File: src/core/tpit_defines.svh
// Constants for the triple interval timer: addresses, mode byte fields, rates.
// Included by the timer top; defines only.
`ifndef TPIT_DEFINES_SVH
`define TPIT_DEFINES_SVH

// Memory map: three counter locations, then the mode byte location
`define TPIT_ADDR_CTR0      16'hD100
`define TPIT_ADDR_MODE      16'hD103
`define TPIT_IDX_MODE       2'h3
`define TPIT_READ_MODE_LOC  8'hFF
`define TPIT_READ_UNMAPPED  8'h00

// Mode byte field positions
`define TPIT_SEL_HI         7
`define TPIT_SEL_LO         6
`define TPIT_ACC_HI         5
`define TPIT_ACC_LO         4
`define TPIT_MODE_HI        3
`define TPIT_MODE_LO        1
`define TPIT_BCD_BIT        0
`define TPIT_SEL_UNUSED     2'h3

// Counter geometry
`define TPIT_CTR_WIDTH      16
`define TPIT_CTR_COUNT      3

// Count rate derived from the system clock
`define TPIT_SYS_CLK_HZ     10000000
`define TPIT_COUNT_HZ       2000000
`define TPIT_TICK_CYCLES    (`TPIT_SYS_CLK_HZ / `TPIT_COUNT_HZ)

// Reset values
`define TPIT_RST_COUNT      16'h0000
`define TPIT_RST_BYTE       8'h00

`endif

File: src/core/tpit_pkg.sv
// Types for the triple interval timer: operating modes and byte access codes.
// Used by the timer top; no state.
package tpit_pkg;

  // Normalised operating mode held per counter
  typedef enum logic [2:0] {
    TPIT_MODE0 = 3'h0,
    TPIT_MODE1 = 3'h1,
    TPIT_MODE2 = 3'h2,
    TPIT_MODE3 = 3'h3,
    TPIT_MODE4 = 3'h4,
    TPIT_MODE5 = 3'h5
  } tpit_mode_type;

  // Read/load field of the mode byte
  typedef enum logic [1:0] {
    TPIT_ACC_LATCH = 2'h0,
    TPIT_ACC_LOW   = 2'h1,
    TPIT_ACC_HIGH  = 2'h2,
    TPIT_ACC_BOTH  = 2'h3
  } tpit_access_type;

endpackage : tpit_pkg

File: src/core/tpit_count_step.sv
// Down-count step for one timer counter, binary or four-decade BCD.
// Purely combinational; the caller holds the count.
`timescale 1ns/10ps

module tpit_count_step (
  // Operand
  input  wire logic [15:0] value,
  input  wire logic        bcd,
  input  wire logic [1:0]  amount,
  // Result
  output logic      [15:0] result
);

  // Digit-serial borrow chain, replaced by plain subtraction in binary
  always_comb begin : step
    logic [4:0] digit;
    logic [4:0] take;
    digit  = 5'h00;
    take   = {3'h0, amount};
    result = 16'h0000;
    for (int d = 0; d < 4; d++) begin
      digit = {1'b0, value[4*d +: 4]} - take;
      if (digit[4]) begin
        digit = digit + 5'h0A;
        take  = 5'h01;
      end else begin
        take  = 5'h00;
      end
      result[4*d +: 4] = digit[3:0];
    end
    if (!bcd) begin
      result = value - {14'h0000, amount};
    end
  end

endmodule : tpit_count_step

File: src/core/tpit_timer.sv
// Triple programmable interval timer: three 16-bit down counters behind four
// memory-mapped byte locations. Assumes a synchronous byte bus with one-cycle
// read and write strobes, and gates and switches synchronous to sys_clk.
`timescale 1ns/10ps
`include "tpit_defines.svh"

module tpit_timer #(
  parameter int TICK_DIV = `TPIT_TICK_CYCLES
) (
  // Clock, reset, clock enable
  input  wire logic       sys_clk,
  input  wire logic       rst,
  input  wire logic       ce,
  // Memory-mapped byte bus
  input  wire logic       map_enable,
  input  wire logic [15:0] bus_addr,
  input  wire logic       bus_rd,
  input  wire logic       bus_wr,
  input  wire logic [7:0] bus_wdata,
  output logic      [7:0] bus_rdata,
  // Counter gates and outputs
  input  wire logic [2:0] timer_gate,
  output logic      [2:0] timer_out,
  // Option switches
  input  wire logic       ctr1_irq_switch,
  input  wire logic       ctr2_irq_switch,
  input  wire logic       cascade_from_ctr1_switch,
  input  wire logic       ctr2_base_clock_switch,
  // Interrupt request
  output logic            timer_irq
);

  localparam int NCTR = `TPIT_CTR_COUNT;

  // Refuse a divider the prescaler cannot build
  if (TICK_DIV < 1 || TICK_DIV > 255) begin : g_bad_div
    $error("TICK_DIV must lie in 1..255");
  end

  // Map a raw mode field onto the six operating modes
  function automatic tpit_pkg::tpit_mode_type decode_mode(input logic [2:0] f);
    if (f[1]) begin
      decode_mode = f[0] ? tpit_pkg::TPIT_MODE3 : tpit_pkg::TPIT_MODE2;
    end else begin
      decode_mode = tpit_pkg::tpit_mode_type'({f[2], 1'b0, f[0]});
    end
  endfunction : decode_mode

  // Shared per-counter state
  logic [15:0]               cnt     [NCTR];
  logic [15:0]               init    [NCTR];
  logic [15:0]               latch   [NCTR];
  logic [15:0]               period  [NCTR];
  logic [15:0]               nxt     [NCTR];
  tpit_pkg::tpit_mode_type   mode    [NCTR];
  tpit_pkg::tpit_access_type acc     [NCTR];
  logic [NCTR-1:0]           bcd;
  logic [NCTR-1:0]           latched;
  logic [NCTR-1:0]           wr_hi;
  logic [NCTR-1:0]           rd_hi;
  logic [NCTR-1:0]           out;
  logic [NCTR-1:0]           run;
  logic [NCTR-1:0]           pend;
  logic [NCTR-1:0]           trig;
  logic [NCTR-1:0]           gate_q;
  logic [NCTR-1:0]           tick;
  logic [7:0]                div_cnt;
  logic                      base_tick;
  logic                      out1_q;
  logic [7:0]                rd_byte [NCTR];

  // Address decode
  wire        hit      = map_enable && (bus_addr[15:2] == 14'(`TPIT_ADDR_CTR0 >> 2));
  wire [1:0]  idx      = bus_addr[1:0];
  wire [1:0]  wr_sel   = bus_wdata[`TPIT_SEL_HI:`TPIT_SEL_LO];
  wire [1:0]  wr_acc   = bus_wdata[`TPIT_ACC_HI:`TPIT_ACC_LO];
  wire        mode_wr  = hit && bus_wr && (idx == `TPIT_IDX_MODE);
  wire tpit_pkg::tpit_mode_type wr_mode =
    decode_mode(bus_wdata[`TPIT_MODE_HI:`TPIT_MODE_LO]);

  // 2 MHz base tick from prescaler
  always_ff @(posedge sys_clk) begin
    if (rst) begin
      div_cnt   <= 8'h00;
      base_tick <= 1'b0;
    end else if (ce) begin
      base_tick <= (div_cnt == 8'(TICK_DIV - 1));
      div_cnt   <= (div_cnt == 8'(TICK_DIV - 1)) ? 8'h00 : div_cnt + 8'h01;
    end
  end

  // Counter 1 output edge for cascading
  always_ff @(posedge sys_clk) begin
    if (rst) begin
      out1_q <= 1'b1;
    end else if (ce) begin
      out1_q <= out[1];
    end
  end

  assign tick[0] = base_tick;
  assign tick[1] = base_tick;
  assign tick[2] = ctr2_base_clock_switch ? base_tick :
                   (cascade_from_ctr1_switch && out[1] && !out1_q);

  for (genvar i = 0; i < NCTR; i++) begin : g_ctr
    wire sel_me     = mode_wr && (wr_sel == 2'(i)) && (wr_sel != `TPIT_SEL_UNUSED);
    wire cmd_latch  = sel_me && (wr_acc == tpit_pkg::TPIT_ACC_LATCH);
    wire cmd_mode   = sel_me && (wr_acc != tpit_pkg::TPIT_ACC_LATCH);
    wire cnt_wr     = hit && bus_wr && (idx == 2'(i));
    wire cnt_rd     = hit && bus_rd && (idx == 2'(i));
    wire two_byte   = (acc[i] == tpit_pkg::TPIT_ACC_BOTH);
    wire load_done  = cnt_wr && (!two_byte || wr_hi[i]);
    wire first_byte = cnt_wr && two_byte && !wr_hi[i];
    wire read_done  = cnt_rd && (!two_byte || rd_hi[i]);
    wire gate       = timer_gate[i];
    wire terminal   = (nxt[i] == 16'h0000);
    wire [15:0] src = latched[i] ? latch[i] : cnt[i];
    wire hi_sel     = (acc[i] == tpit_pkg::TPIT_ACC_HIGH) || (two_byte && rd_hi[i]);
    // Square wave steps by two, odd counts take one extra tick high and one fewer low
    wire [1:0] amt  = (mode[i] != tpit_pkg::TPIT_MODE3) ? 2'h1 :
                      (!cnt[i][0] ? 2'h2 : (out[i] ? 2'h1 : 2'h3));

    assign rd_byte[i] = hi_sel ? src[15:8] : src[7:0];

    tpit_count_step u_step (
      .value  (cnt[i]),
      .bcd    (bcd[i]),
      .amount (amt),
      .result (nxt[i])
    );

    // Bus side: mode byte, count register, read latch and byte pointers
    always_ff @(posedge sys_clk) begin
      if (rst) begin
        mode[i]    <= tpit_pkg::TPIT_MODE0;
        acc[i]     <= tpit_pkg::TPIT_ACC_BOTH;
        bcd[i]     <= 1'b0;
        init[i]    <= `TPIT_RST_COUNT;
        latch[i]   <= `TPIT_RST_COUNT;
        latched[i] <= 1'b0;
        wr_hi[i]   <= 1'b0;
        rd_hi[i]   <= 1'b0;
      end else if (ce) begin
        if (cmd_mode) begin
          mode[i]    <= wr_mode;
          acc[i]     <= tpit_pkg::tpit_access_type'(wr_acc);
          bcd[i]     <= bus_wdata[`TPIT_BCD_BIT];
          latched[i] <= 1'b0;
          wr_hi[i]   <= 1'b0;
          rd_hi[i]   <= 1'b0;
        end else if (cmd_latch && !latched[i]) begin
          latch[i]   <= cnt[i];
          latched[i] <= 1'b1;
          rd_hi[i]   <= 1'b0;
        end else if (cnt_wr) begin
          unique case (acc[i])
            tpit_pkg::TPIT_ACC_LOW:  init[i] <= {8'h00, bus_wdata};
            tpit_pkg::TPIT_ACC_HIGH: init[i] <= {bus_wdata, 8'h00};
            default: begin
              if (wr_hi[i]) begin
                init[i][15:8] <= bus_wdata;
              end else begin
                init[i][7:0]  <= bus_wdata;
              end
              wr_hi[i] <= !wr_hi[i];
            end
          endcase
        end else if (cnt_rd) begin
          if (two_byte) begin
            rd_hi[i] <= !rd_hi[i];
          end
          if (read_done) begin
            latched[i] <= 1'b0;
          end
        end
      end
    end

    // Count side: counter, output and trigger tracking
    always_ff @(posedge sys_clk) begin
      if (rst) begin
        cnt[i]    <= `TPIT_RST_COUNT;
        period[i] <= `TPIT_RST_COUNT;
        out[i]    <= 1'b1;
        run[i]    <= 1'b0;
        pend[i]   <= 1'b0;
        trig[i]   <= 1'b0;
        gate_q[i] <= 1'b0;
      end else if (ce) begin
        gate_q[i] <= gate;
        // Edge caught at any cycle, held until the next tick
        trig[i]   <= (trig[i] && !tick[i]) || (gate && !gate_q[i]);
        if (cmd_mode) begin
          // mode 2 holds high until loaded
          out[i]  <= (wr_mode != tpit_pkg::TPIT_MODE0);
          run[i]  <= 1'b0;
          pend[i] <= 1'b0;
        end else if (load_done && mode[i] == tpit_pkg::TPIT_MODE0) begin
          out[i] <= 1'b0;
          run[i] <= 1'b0;
        end else if (first_byte && mode[i] == tpit_pkg::TPIT_MODE0) begin
          run[i] <= 1'b0;
        end else if (tick[i]) begin
          unique case (mode[i])
            tpit_pkg::TPIT_MODE0: begin
              if (pend[i]) begin
                cnt[i]  <= init[i];
                run[i]  <= 1'b1;
                pend[i] <= 1'b0;
              end else if (run[i] && gate) begin
                cnt[i] <= nxt[i];
                if (terminal) begin
                  out[i] <= 1'b1;
                end
              end
            end
            tpit_pkg::TPIT_MODE1: begin
              // new value used at trigger only
              if (trig[i]) begin
                cnt[i] <= init[i];
                out[i] <= 1'b0;
                run[i] <= 1'b1;
              end else if (run[i]) begin
                cnt[i] <= nxt[i];
                if (terminal) begin
                  out[i] <= 1'b1;
                  run[i] <= 1'b0;
                end
              end
            end
            tpit_pkg::TPIT_MODE2, tpit_pkg::TPIT_MODE3: begin
              if (!gate) begin
                out[i] <= 1'b1;
                if (run[i]) begin
                  pend[i] <= 1'b1;
                  run[i]  <= 1'b0;
                end
              end else if (pend[i] && !run[i]) begin
                cnt[i]    <= init[i];
                period[i] <= init[i];
                out[i]    <= 1'b1;
                run[i]    <= 1'b1;
                pend[i]   <= 1'b0;
              end else if (run[i] && mode[i] == tpit_pkg::TPIT_MODE2) begin
                cnt[i] <= (cnt[i] == 16'h0001) ? init[i] : nxt[i];
                out[i] <= (cnt[i] != 16'h0002);
              end else if (run[i]) begin
                if (terminal) begin
                  out[i] <= !out[i];
                  cnt[i] <= out[i] ? period[i] : init[i];
                  if (!out[i]) begin
                    period[i] <= init[i];
                  end
                end else begin
                  cnt[i] <= nxt[i];
                end
              end
            end
            tpit_pkg::TPIT_MODE4: begin
              out[i] <= 1'b1;
              // reload waits for period end or gate low
              if (pend[i] && (!run[i] || !gate)) begin
                cnt[i]  <= init[i];
                run[i]  <= 1'b1;
                pend[i] <= 1'b0;
              end else if (run[i] && gate) begin
                cnt[i] <= nxt[i];
                if (terminal) begin
                  out[i] <= 1'b0;
                  run[i] <= 1'b0;
                end
              end
            end
            tpit_pkg::TPIT_MODE5: begin
              out[i] <= 1'b1;
              if (trig[i]) begin
                cnt[i] <= init[i];
                run[i] <= 1'b1;
              end else if (run[i]) begin
                cnt[i] <= nxt[i];
                if (terminal) begin
                  out[i] <= 1'b0;
                  run[i] <= 1'b0;
                end
              end
            end
            default: begin
              run[i] <= 1'b0;
            end
          endcase
        end
        // Pending load after the tick, so a same-cycle clear loses
        if (load_done) begin
          pend[i] <= 1'b1;
        end
      end
    end
  end

  // read data, mode location reads all ones
  always_ff @(posedge sys_clk) begin
    if (rst) begin
      bus_rdata <= `TPIT_RST_BYTE;
    end else if (ce && bus_rd) begin
      if (!hit) begin
        bus_rdata <= `TPIT_READ_UNMAPPED;
      end else if (idx == `TPIT_IDX_MODE) begin
        bus_rdata <= `TPIT_READ_MODE_LOC;
      end else begin
        bus_rdata <= rd_byte[idx];
      end
    end
  end

  // switchable interrupt from counters 1 and 2
  always_ff @(posedge sys_clk) begin
    if (rst) begin
      timer_irq <= 1'b0;
    end else if (ce) begin
      timer_irq <= (ctr1_irq_switch && out[1]) || (ctr2_irq_switch && out[2]);
    end
  end

  assign timer_out = out;

endmodule : tpit_timer

File: config.mk
export PLATFORM = sky130hd
export DESIGN_NAME = tpit_timer
export DESIGN_NICKNAME = d
export VERILOG_FILES = /design/src/core/tpit_pkg.sv /design/src/core/tpit_count_step.sv /design/src/core/tpit_timer.sv
export VERILOG_INCLUDE_DIRS = /design/src /design/src/core
export SDC_FILE = /design/constraint.sdc
export NUM_CORES = 1
export LEC_CHECK = 0
export ABC_AREA = 1
export BUFFER_PORTS_ARGS = -buffer_cell sky130_fd_sc_hd__buf_2
export CORE_MARGIN = 4
export CORE_UTILIZATION = 45
export CTS_BUF_LIST = sky130_fd_sc_hd__clkbuf_4 sky130_fd_sc_hd__clkbuf_8
export CTS_CLUSTER_DIAMETER = 100
export DETAILED_ROUTE_END_ITERATION = 12
export SYNTH_ARGS = -nofsm -noshare
export SYNTH_HDL_FRONTEND = slang
export SYNTH_HIERARCHICAL = 1
export SYNTH_SLANG_ARGS = --single-unit
export TNS_END_PERCENT = 5
File: constraint.sdc
create_clock -name sys_clk -period 18 [get_ports sys_clk]
set_input_delay 1.8 -clock sys_clk [delete_from_list [all_inputs] [get_ports sys_clk]]
set_output_delay 1.8 -clock sys_clk [all_outputs]
set_load 0.02 [all_outputs]
## Yosys cells after proc, flatten, opt, wreduce, memory -nomap -nowiden

Memories as Yosys holds them, arrays and structs flattened.
Cells that the tools add are included.
W data, S select, Z words.

| word-level totals | value |
|---|---|
| bits in registers | 46 |
| bits in read-only memories | 0 |
| input bits | 37 |
| logic and storage cells | 1206 |
| bits in writable memories | 207 |
| output and inout bits | 12 |
| latch bits | 0 |
| memories kept | 6 |

Memories:

| memory | words | bits a word | rd ports | clocked after memory_dff | wr ports | RTL line | RTL |
|---|---|---|---|---|---|---|---|
| cnt | 3 | 16 | 3 | 0 | 3 | tpit_timer.sv:50 | `logic [15:0] cnt [NCTR];` |
| init | 3 | 16 | 3 | 0 | 3 | tpit_timer.sv:51 | `logic [15:0] init [NCTR];` |
| latch | 3 | 16 | 3 | 0 | 3 | tpit_timer.sv:52 | `logic [15:0] latch [NCTR];` |
| period | 3 | 16 | 3 | 0 | 3 | tpit_timer.sv:53 | `logic [15:0] period [NCTR];` |
| mode | 3 | 3 | 3 | 0 | 3 | tpit_timer.sv:55 | `tpit_pkg::tpit_mode_type mode [NCTR];` |
| acc | 3 | 2 | 3 | 0 | 3 | tpit_timer.sv:56 | `tpit_pkg::tpit_access_type acc [NCTR];` |

| operators by class | value |
|---|---|
| shift-type cells | 0 |
| multiply operators | 0 |
| divide/modulo/power cells | 0 |
| bitwise logic cells | 64 |
| $add $sub $neg | 28 |
| magnitude comparators | 1 |
| mux-type cells | 800 |
| reductions and logical operators | 180 |
| eq/ne operators | 95 |

Operator list:

| kind | number |
|---|---|
| $mux W16 | 63 |
| $mux W1 | 685 |
| $mux W8 | 14 |
| $logic_and A1 B1 Y1 | 69 |
| $or A1 B1 Y1 | 63 |
| $ne A6 B6 Y1 const B | 9 |
| $add A4 B4 Y4 const B | 12 |
| $eq A16 B1 Y1 const B | 3 |
| $logic_not A16 Y1 | 3 |
| $mux W4 | 12 |
| $ne A16 B2 Y1 const B | 3 |
| $reduce_bool A3 Y1 | 16 |
| $sub A16 B2 Y16 | 3 |
| $ne A5 B5 Y1 const B | 9 |
| $sub A4 B1 Y5 | 9 |
| $ne A7 B7 Y1 const B | 6 |
| $reduce_and A4 Y1 | 9 |
| $logic_not A1 Y1 | 27 |
| $ne A3 B3 Y1 const B | 9 |
| $reduce_and A9 Y1 | 3 |
| $mux W2 | 12 |
| $reduce_and A8 Y1 | 3 |
| $reduce_bool A7 Y1 | 3 |
| $eq A2 B2 Y1 const B | 9 |
| other kinds (31) | 114 |

## Longest topological paths before layout

| depth | value |
|---|---|
| depth after elaboration | 33 |
| gate-level depth with buffers | 41 |
| depth with buffers taken out | 41 |

## Hierarchy

Netlist, hierarchy kept.

By module, submodules not included:

| module | cells each | times used | seq. area each (um2) | area each (um2) |
|---|---|---|---|---|
| tpit_timer | 2505 | 1 | 7136.8 | 17421.7 |
| tpit_count_step (g_ctr[0].u_step ...) | 182 | 2 | 0.0 | 963.4 |
| tpit_count_step (g_ctr[2].u_step) | 186 | 1 | 0.0 | 984.7 |

## Least setup slack after synthesis

Ideal clock, no wire load.

| timing path | value |
|---|---|
| kind | reg-to-reg |
| start | memory mode[1][2] (netlist name) |
| end | memory period[1][0] (enable) |
| arrival time | 5.820 ns |
| cell stages (with the launch flop) | 31 |
| period minus slack after synthesis | 6.231 ns |
| path slack | 11.769 ns |
| data required time | 17.589 ns |
| cell sequence | edfxtp_1 nor2_1 inv_1 a211oi_1 inv_1 fa_1 nor2_1 nand2_1 inv_2 ha_1 ha_1 nand2_1 inv_1 ha_1 ha_1 inv_1 nor3_2 ha_1 nand2_1 xor2_2 ha_1 o211ai_1 nand2_1 nor2_1 nand3_1 nor2_1 nand2_1 nor4_1 and3_1 inv_1 o21ai_0 |

RTL lines:

| what | RTL line |
|---|---|
| start: declaration | tpit_timer.sv:55 |
| end: declaration | tpit_timer.sv:53 |

==> summary.md <==
| Metric | Value |
|---|---|
| Status | `finished clean` |
| Root buffer cell | `clkbuf_8` |
| EDFF count, synth | `a little over 200` |
| I/O pin count | `between 40 and 50` |
| Setup_tns | `0 ns` |
| Max-capacitance violation count | `0` |
| Post-synth net total | `about 3100` |
| Crit path max fanout | `20` |
| Vias | `around 21000` |
| Clock slew at reported path FFs | `approximately 0.050 ns` |
| Yosys cell types | `a little over 60` |
| Nets | `about 3100` |
| Mapped Cells | `between 3000 and 4000` |
| Final setup viols | `0` |
| Detail Route Antenna Nets | `0` |
| Synth Register Bits | `roughly 250` |
| Tmin final | `7.53 ns` |
| Drt first-iter violations | `2151` |
| Ant diodes | `0` |
| Avg WL per Cell | `~20 um` |
| Avg Inst Size Synth | `6.66 um2` |
| Ys async rst share | `0%` |
| Max stage delay cell, worst path | `nand2_1` |
| Mapped cell area | `about 20000 um2` |
| HPWL after DPL | `roughly 54 mm` |
| Slew Limit Headroom | `approximately 16%` |
| PwrDens | `between 60 and 70 nW/um2` |
| Sequential cell area | `7140 um2` |
| Pwr Total | `approximately 0.0015 W` |
| CP most frequent cell | `nand2_1` |
| Largest net degree at the start of global routing | `50` |
| H-tree depth | `2` |
| Initial antenna violation count | `2` |
| Leakage | `slightly above 9 nW` |
| F_max | `about 130 MHz` |
| Skew-Pair Late Insertion Delay | `~0.63 ns` |
| Num Clock Sinks | `~250` |
| Final Cell Area | `~22000 um2` |
| Post-CTS Setup Bufs | `0` |
| Tcrit/Tclk final | `between 40% and 50%` |
| Clock buffer depth | `3` |
| Die Area | `48600 um2` |
| CP Class | `reg2reg` |
| Core ar. | `around 44000 um2` |
| Post-placement cell area | `about 21000 um2` |
| Peak VDD IR | `between 80 and 90 uV` |
| Top FF cell, synth | `edfxtp_1` |
| Worst Tran Pin Value | `1.26 ns` |
| Area grow syn2layout | `8.64%` |
| CTS resizes | `0` |
| Initial Util | `~46%` |
| Final Hold Viols | `0` |
| Multi-input gate area | `~11000 um2` |
| Number of global-route vias before repair | `between 15000 and 20000` |
| Port buffer count | `48` |
| Layout cells sized above 1 | `7.91%` |
| DP Worst Slack | `roughly 11 ns` |
| Final setup margin | `10.47 ns` |
| DRT Pass-1 Iters | `5` |
| FP Rows | `between 70 and 80` |
| Crit path launch type | `register` |
| Max Slew Vio Count | `0` |
| GR Util All Layers | `between 20 and 30%` |
| Unrepaired setup endpoints after global routing | `no` |
| Slowest stage delay, CP | `a little over 0.6 ns` |
| DRT Wirelength | `about 73 mm` |
| Worst hold path class | `reg2reg` |
| # DRC | `0` |
| Sequential area share after synthesis | `35.1%` |
| Synth warn | `6` |
| Post-CTS Hold Fix Bufs | `0` |
| Congestion Overflow GR | `0` |
| CP endpoint kind | `register` |
| Placer Congestion | `0.974` |
| Final Skew | `~0.02 ns` |
| Die Span Y | `about 220 um` |
| Die Span X | `roughly 220 um` |
| Routed vias/inst | `about 5.7` |
| CTS tree | `done` |
| Critical Path RT | `18.25 ns` |
| First-pass GRT wire length | `between 100 and 150 mm` |
| Total CTS buffers | `just under 50` |
| Fill cells | `4522` |
| Crit path DAT | `7.78 ns` |
==> cell type report <==
type	count	area share, %
Clock inverter	26	1.12
Clock buffer	65	3.77
Tap cell	592	3.35
Inverter	427	7.26
Multi-Input combinational cell	2262	50.5
Timing Repair Buffer	66	1.70
Sequential cell	253	32.3
==> cell usage after synthesis (all sizes together) (19+ instances only) <==
cell type    n  area share (%)
nand2      910              17
xor2        19             1.0
inv        419             7.7
nor4        19            0.58
nand4       91             2.9
nand3      212             5.4
nor3        51             1.4
ha          47             2.9
nor2       403             8.1
clkbuf      81             1.5
o211ai      85             3.1
dfxtp       46             4.5
o21ai      207             5.1
a21oi      101             2.5
buf         32            0.86
edfxtp     207              31
==> layer usage <==
layer	up-vias	routed length, um	GRT usage (%)
met5	-	27	0
met4	4	2860	11.5
met3	151	6290	5.66
met2	935	32100	46.3
met1	9768	32100	41.2
li1	10100	-	-
==> sequential cells by signal (all words and copies together), names as in the netlist, 6 cells and up <==
register and flops:
acc 6, bus_rdata 8, cnt 48, div_cnt 8, init 48, latch 48
mode 9, period 48
==> cell families (layout without fill, tap and decap cells) <==
group                      Yosys count  in the layout  share of synthesized area, %
DFF                                253            253                          35.1
adders and majority gates           50             50                          3.19
AOI/OAI and AO/OA                  478            478                          14.0
and+or+nand+nor                   1701           1701                          35.8
xor gates and xnor gates            33             33                          1.61
buffers and inverters              540            584                          10.2
==> metrics by stage <==
| step | util, % | hold slack [ns] | instances |
|---|---|---|---|
| floorplan | - | 0.441 | 3055 |
| global placement | 47.3 | 0.449 | 3600 |
| detailed placement | 47.3 | 0.459 | 3600 |
| CTS | 49.7 | 0.466 | 3691 |
| global route | 49.7 | 0.483 | 3691 |
| finish | 49.7 | 0.462 | 3691 |
==> report_power, final <==
group          internal, W  switching, W  total (W)  leakage [nW]
combinational    0.0000372      0.000111   0.000148          6.24
sequential        0.000649     0.0000177   0.000667          2.52
clock             0.000373      0.000269   0.000642         0.572
==> worst max-delay path: cells and delay by family (launching register included) <==
kind / cells / cell delay, ns
AOI/OAI and AO/OA: 2 / 0.46
and+or+nand+nor: 17 / 3.07
buffers and inverters: 8 / 1.35
DFF: 1 / 0.42
adders and majority gates: 8 / 1.88
==> final timing paths <==
| kind | from | end | slack (ns) | cells after the start |
|---|---|---|---|---|
| setup reg to reg | mode[2][1] | period[2][14] | 10.47 | 35 |
| hold / removal | bus_rdata[2] | bus_rdata[2] | 0.46 | 2 |
| setup / recovery | mode[2][1] | period[2][14] | 10.47 | 35 |
| hold reg to reg | bus_rdata[2] | bus_rdata[2] | 0.46 | 2 |
==> placed cells by master, fill, tap and decap left out, types with 12 or more instances in the layout <==
master,instances
nand4_1,89
a211oi_1,15
a21oi_1,99
inv_2,16
nand3_1,207
clkinv_2,12
xor2_1,14
clkbuf_8,55
nor4_1,17
inv_1,403
ha_1,47
nand2_1,902
buf_2,48
o21ai_1,12
clkinv_1,16
nor2_2,32
o21ai_0,195
xnor2_1,14
edfxtp_1,207
o211ai_1,85
dfxtp_1,46
nor2_1,362
a221oi_1,16
nor3_1,45
buf_4,18
Power figures use the tool's default switching activity.
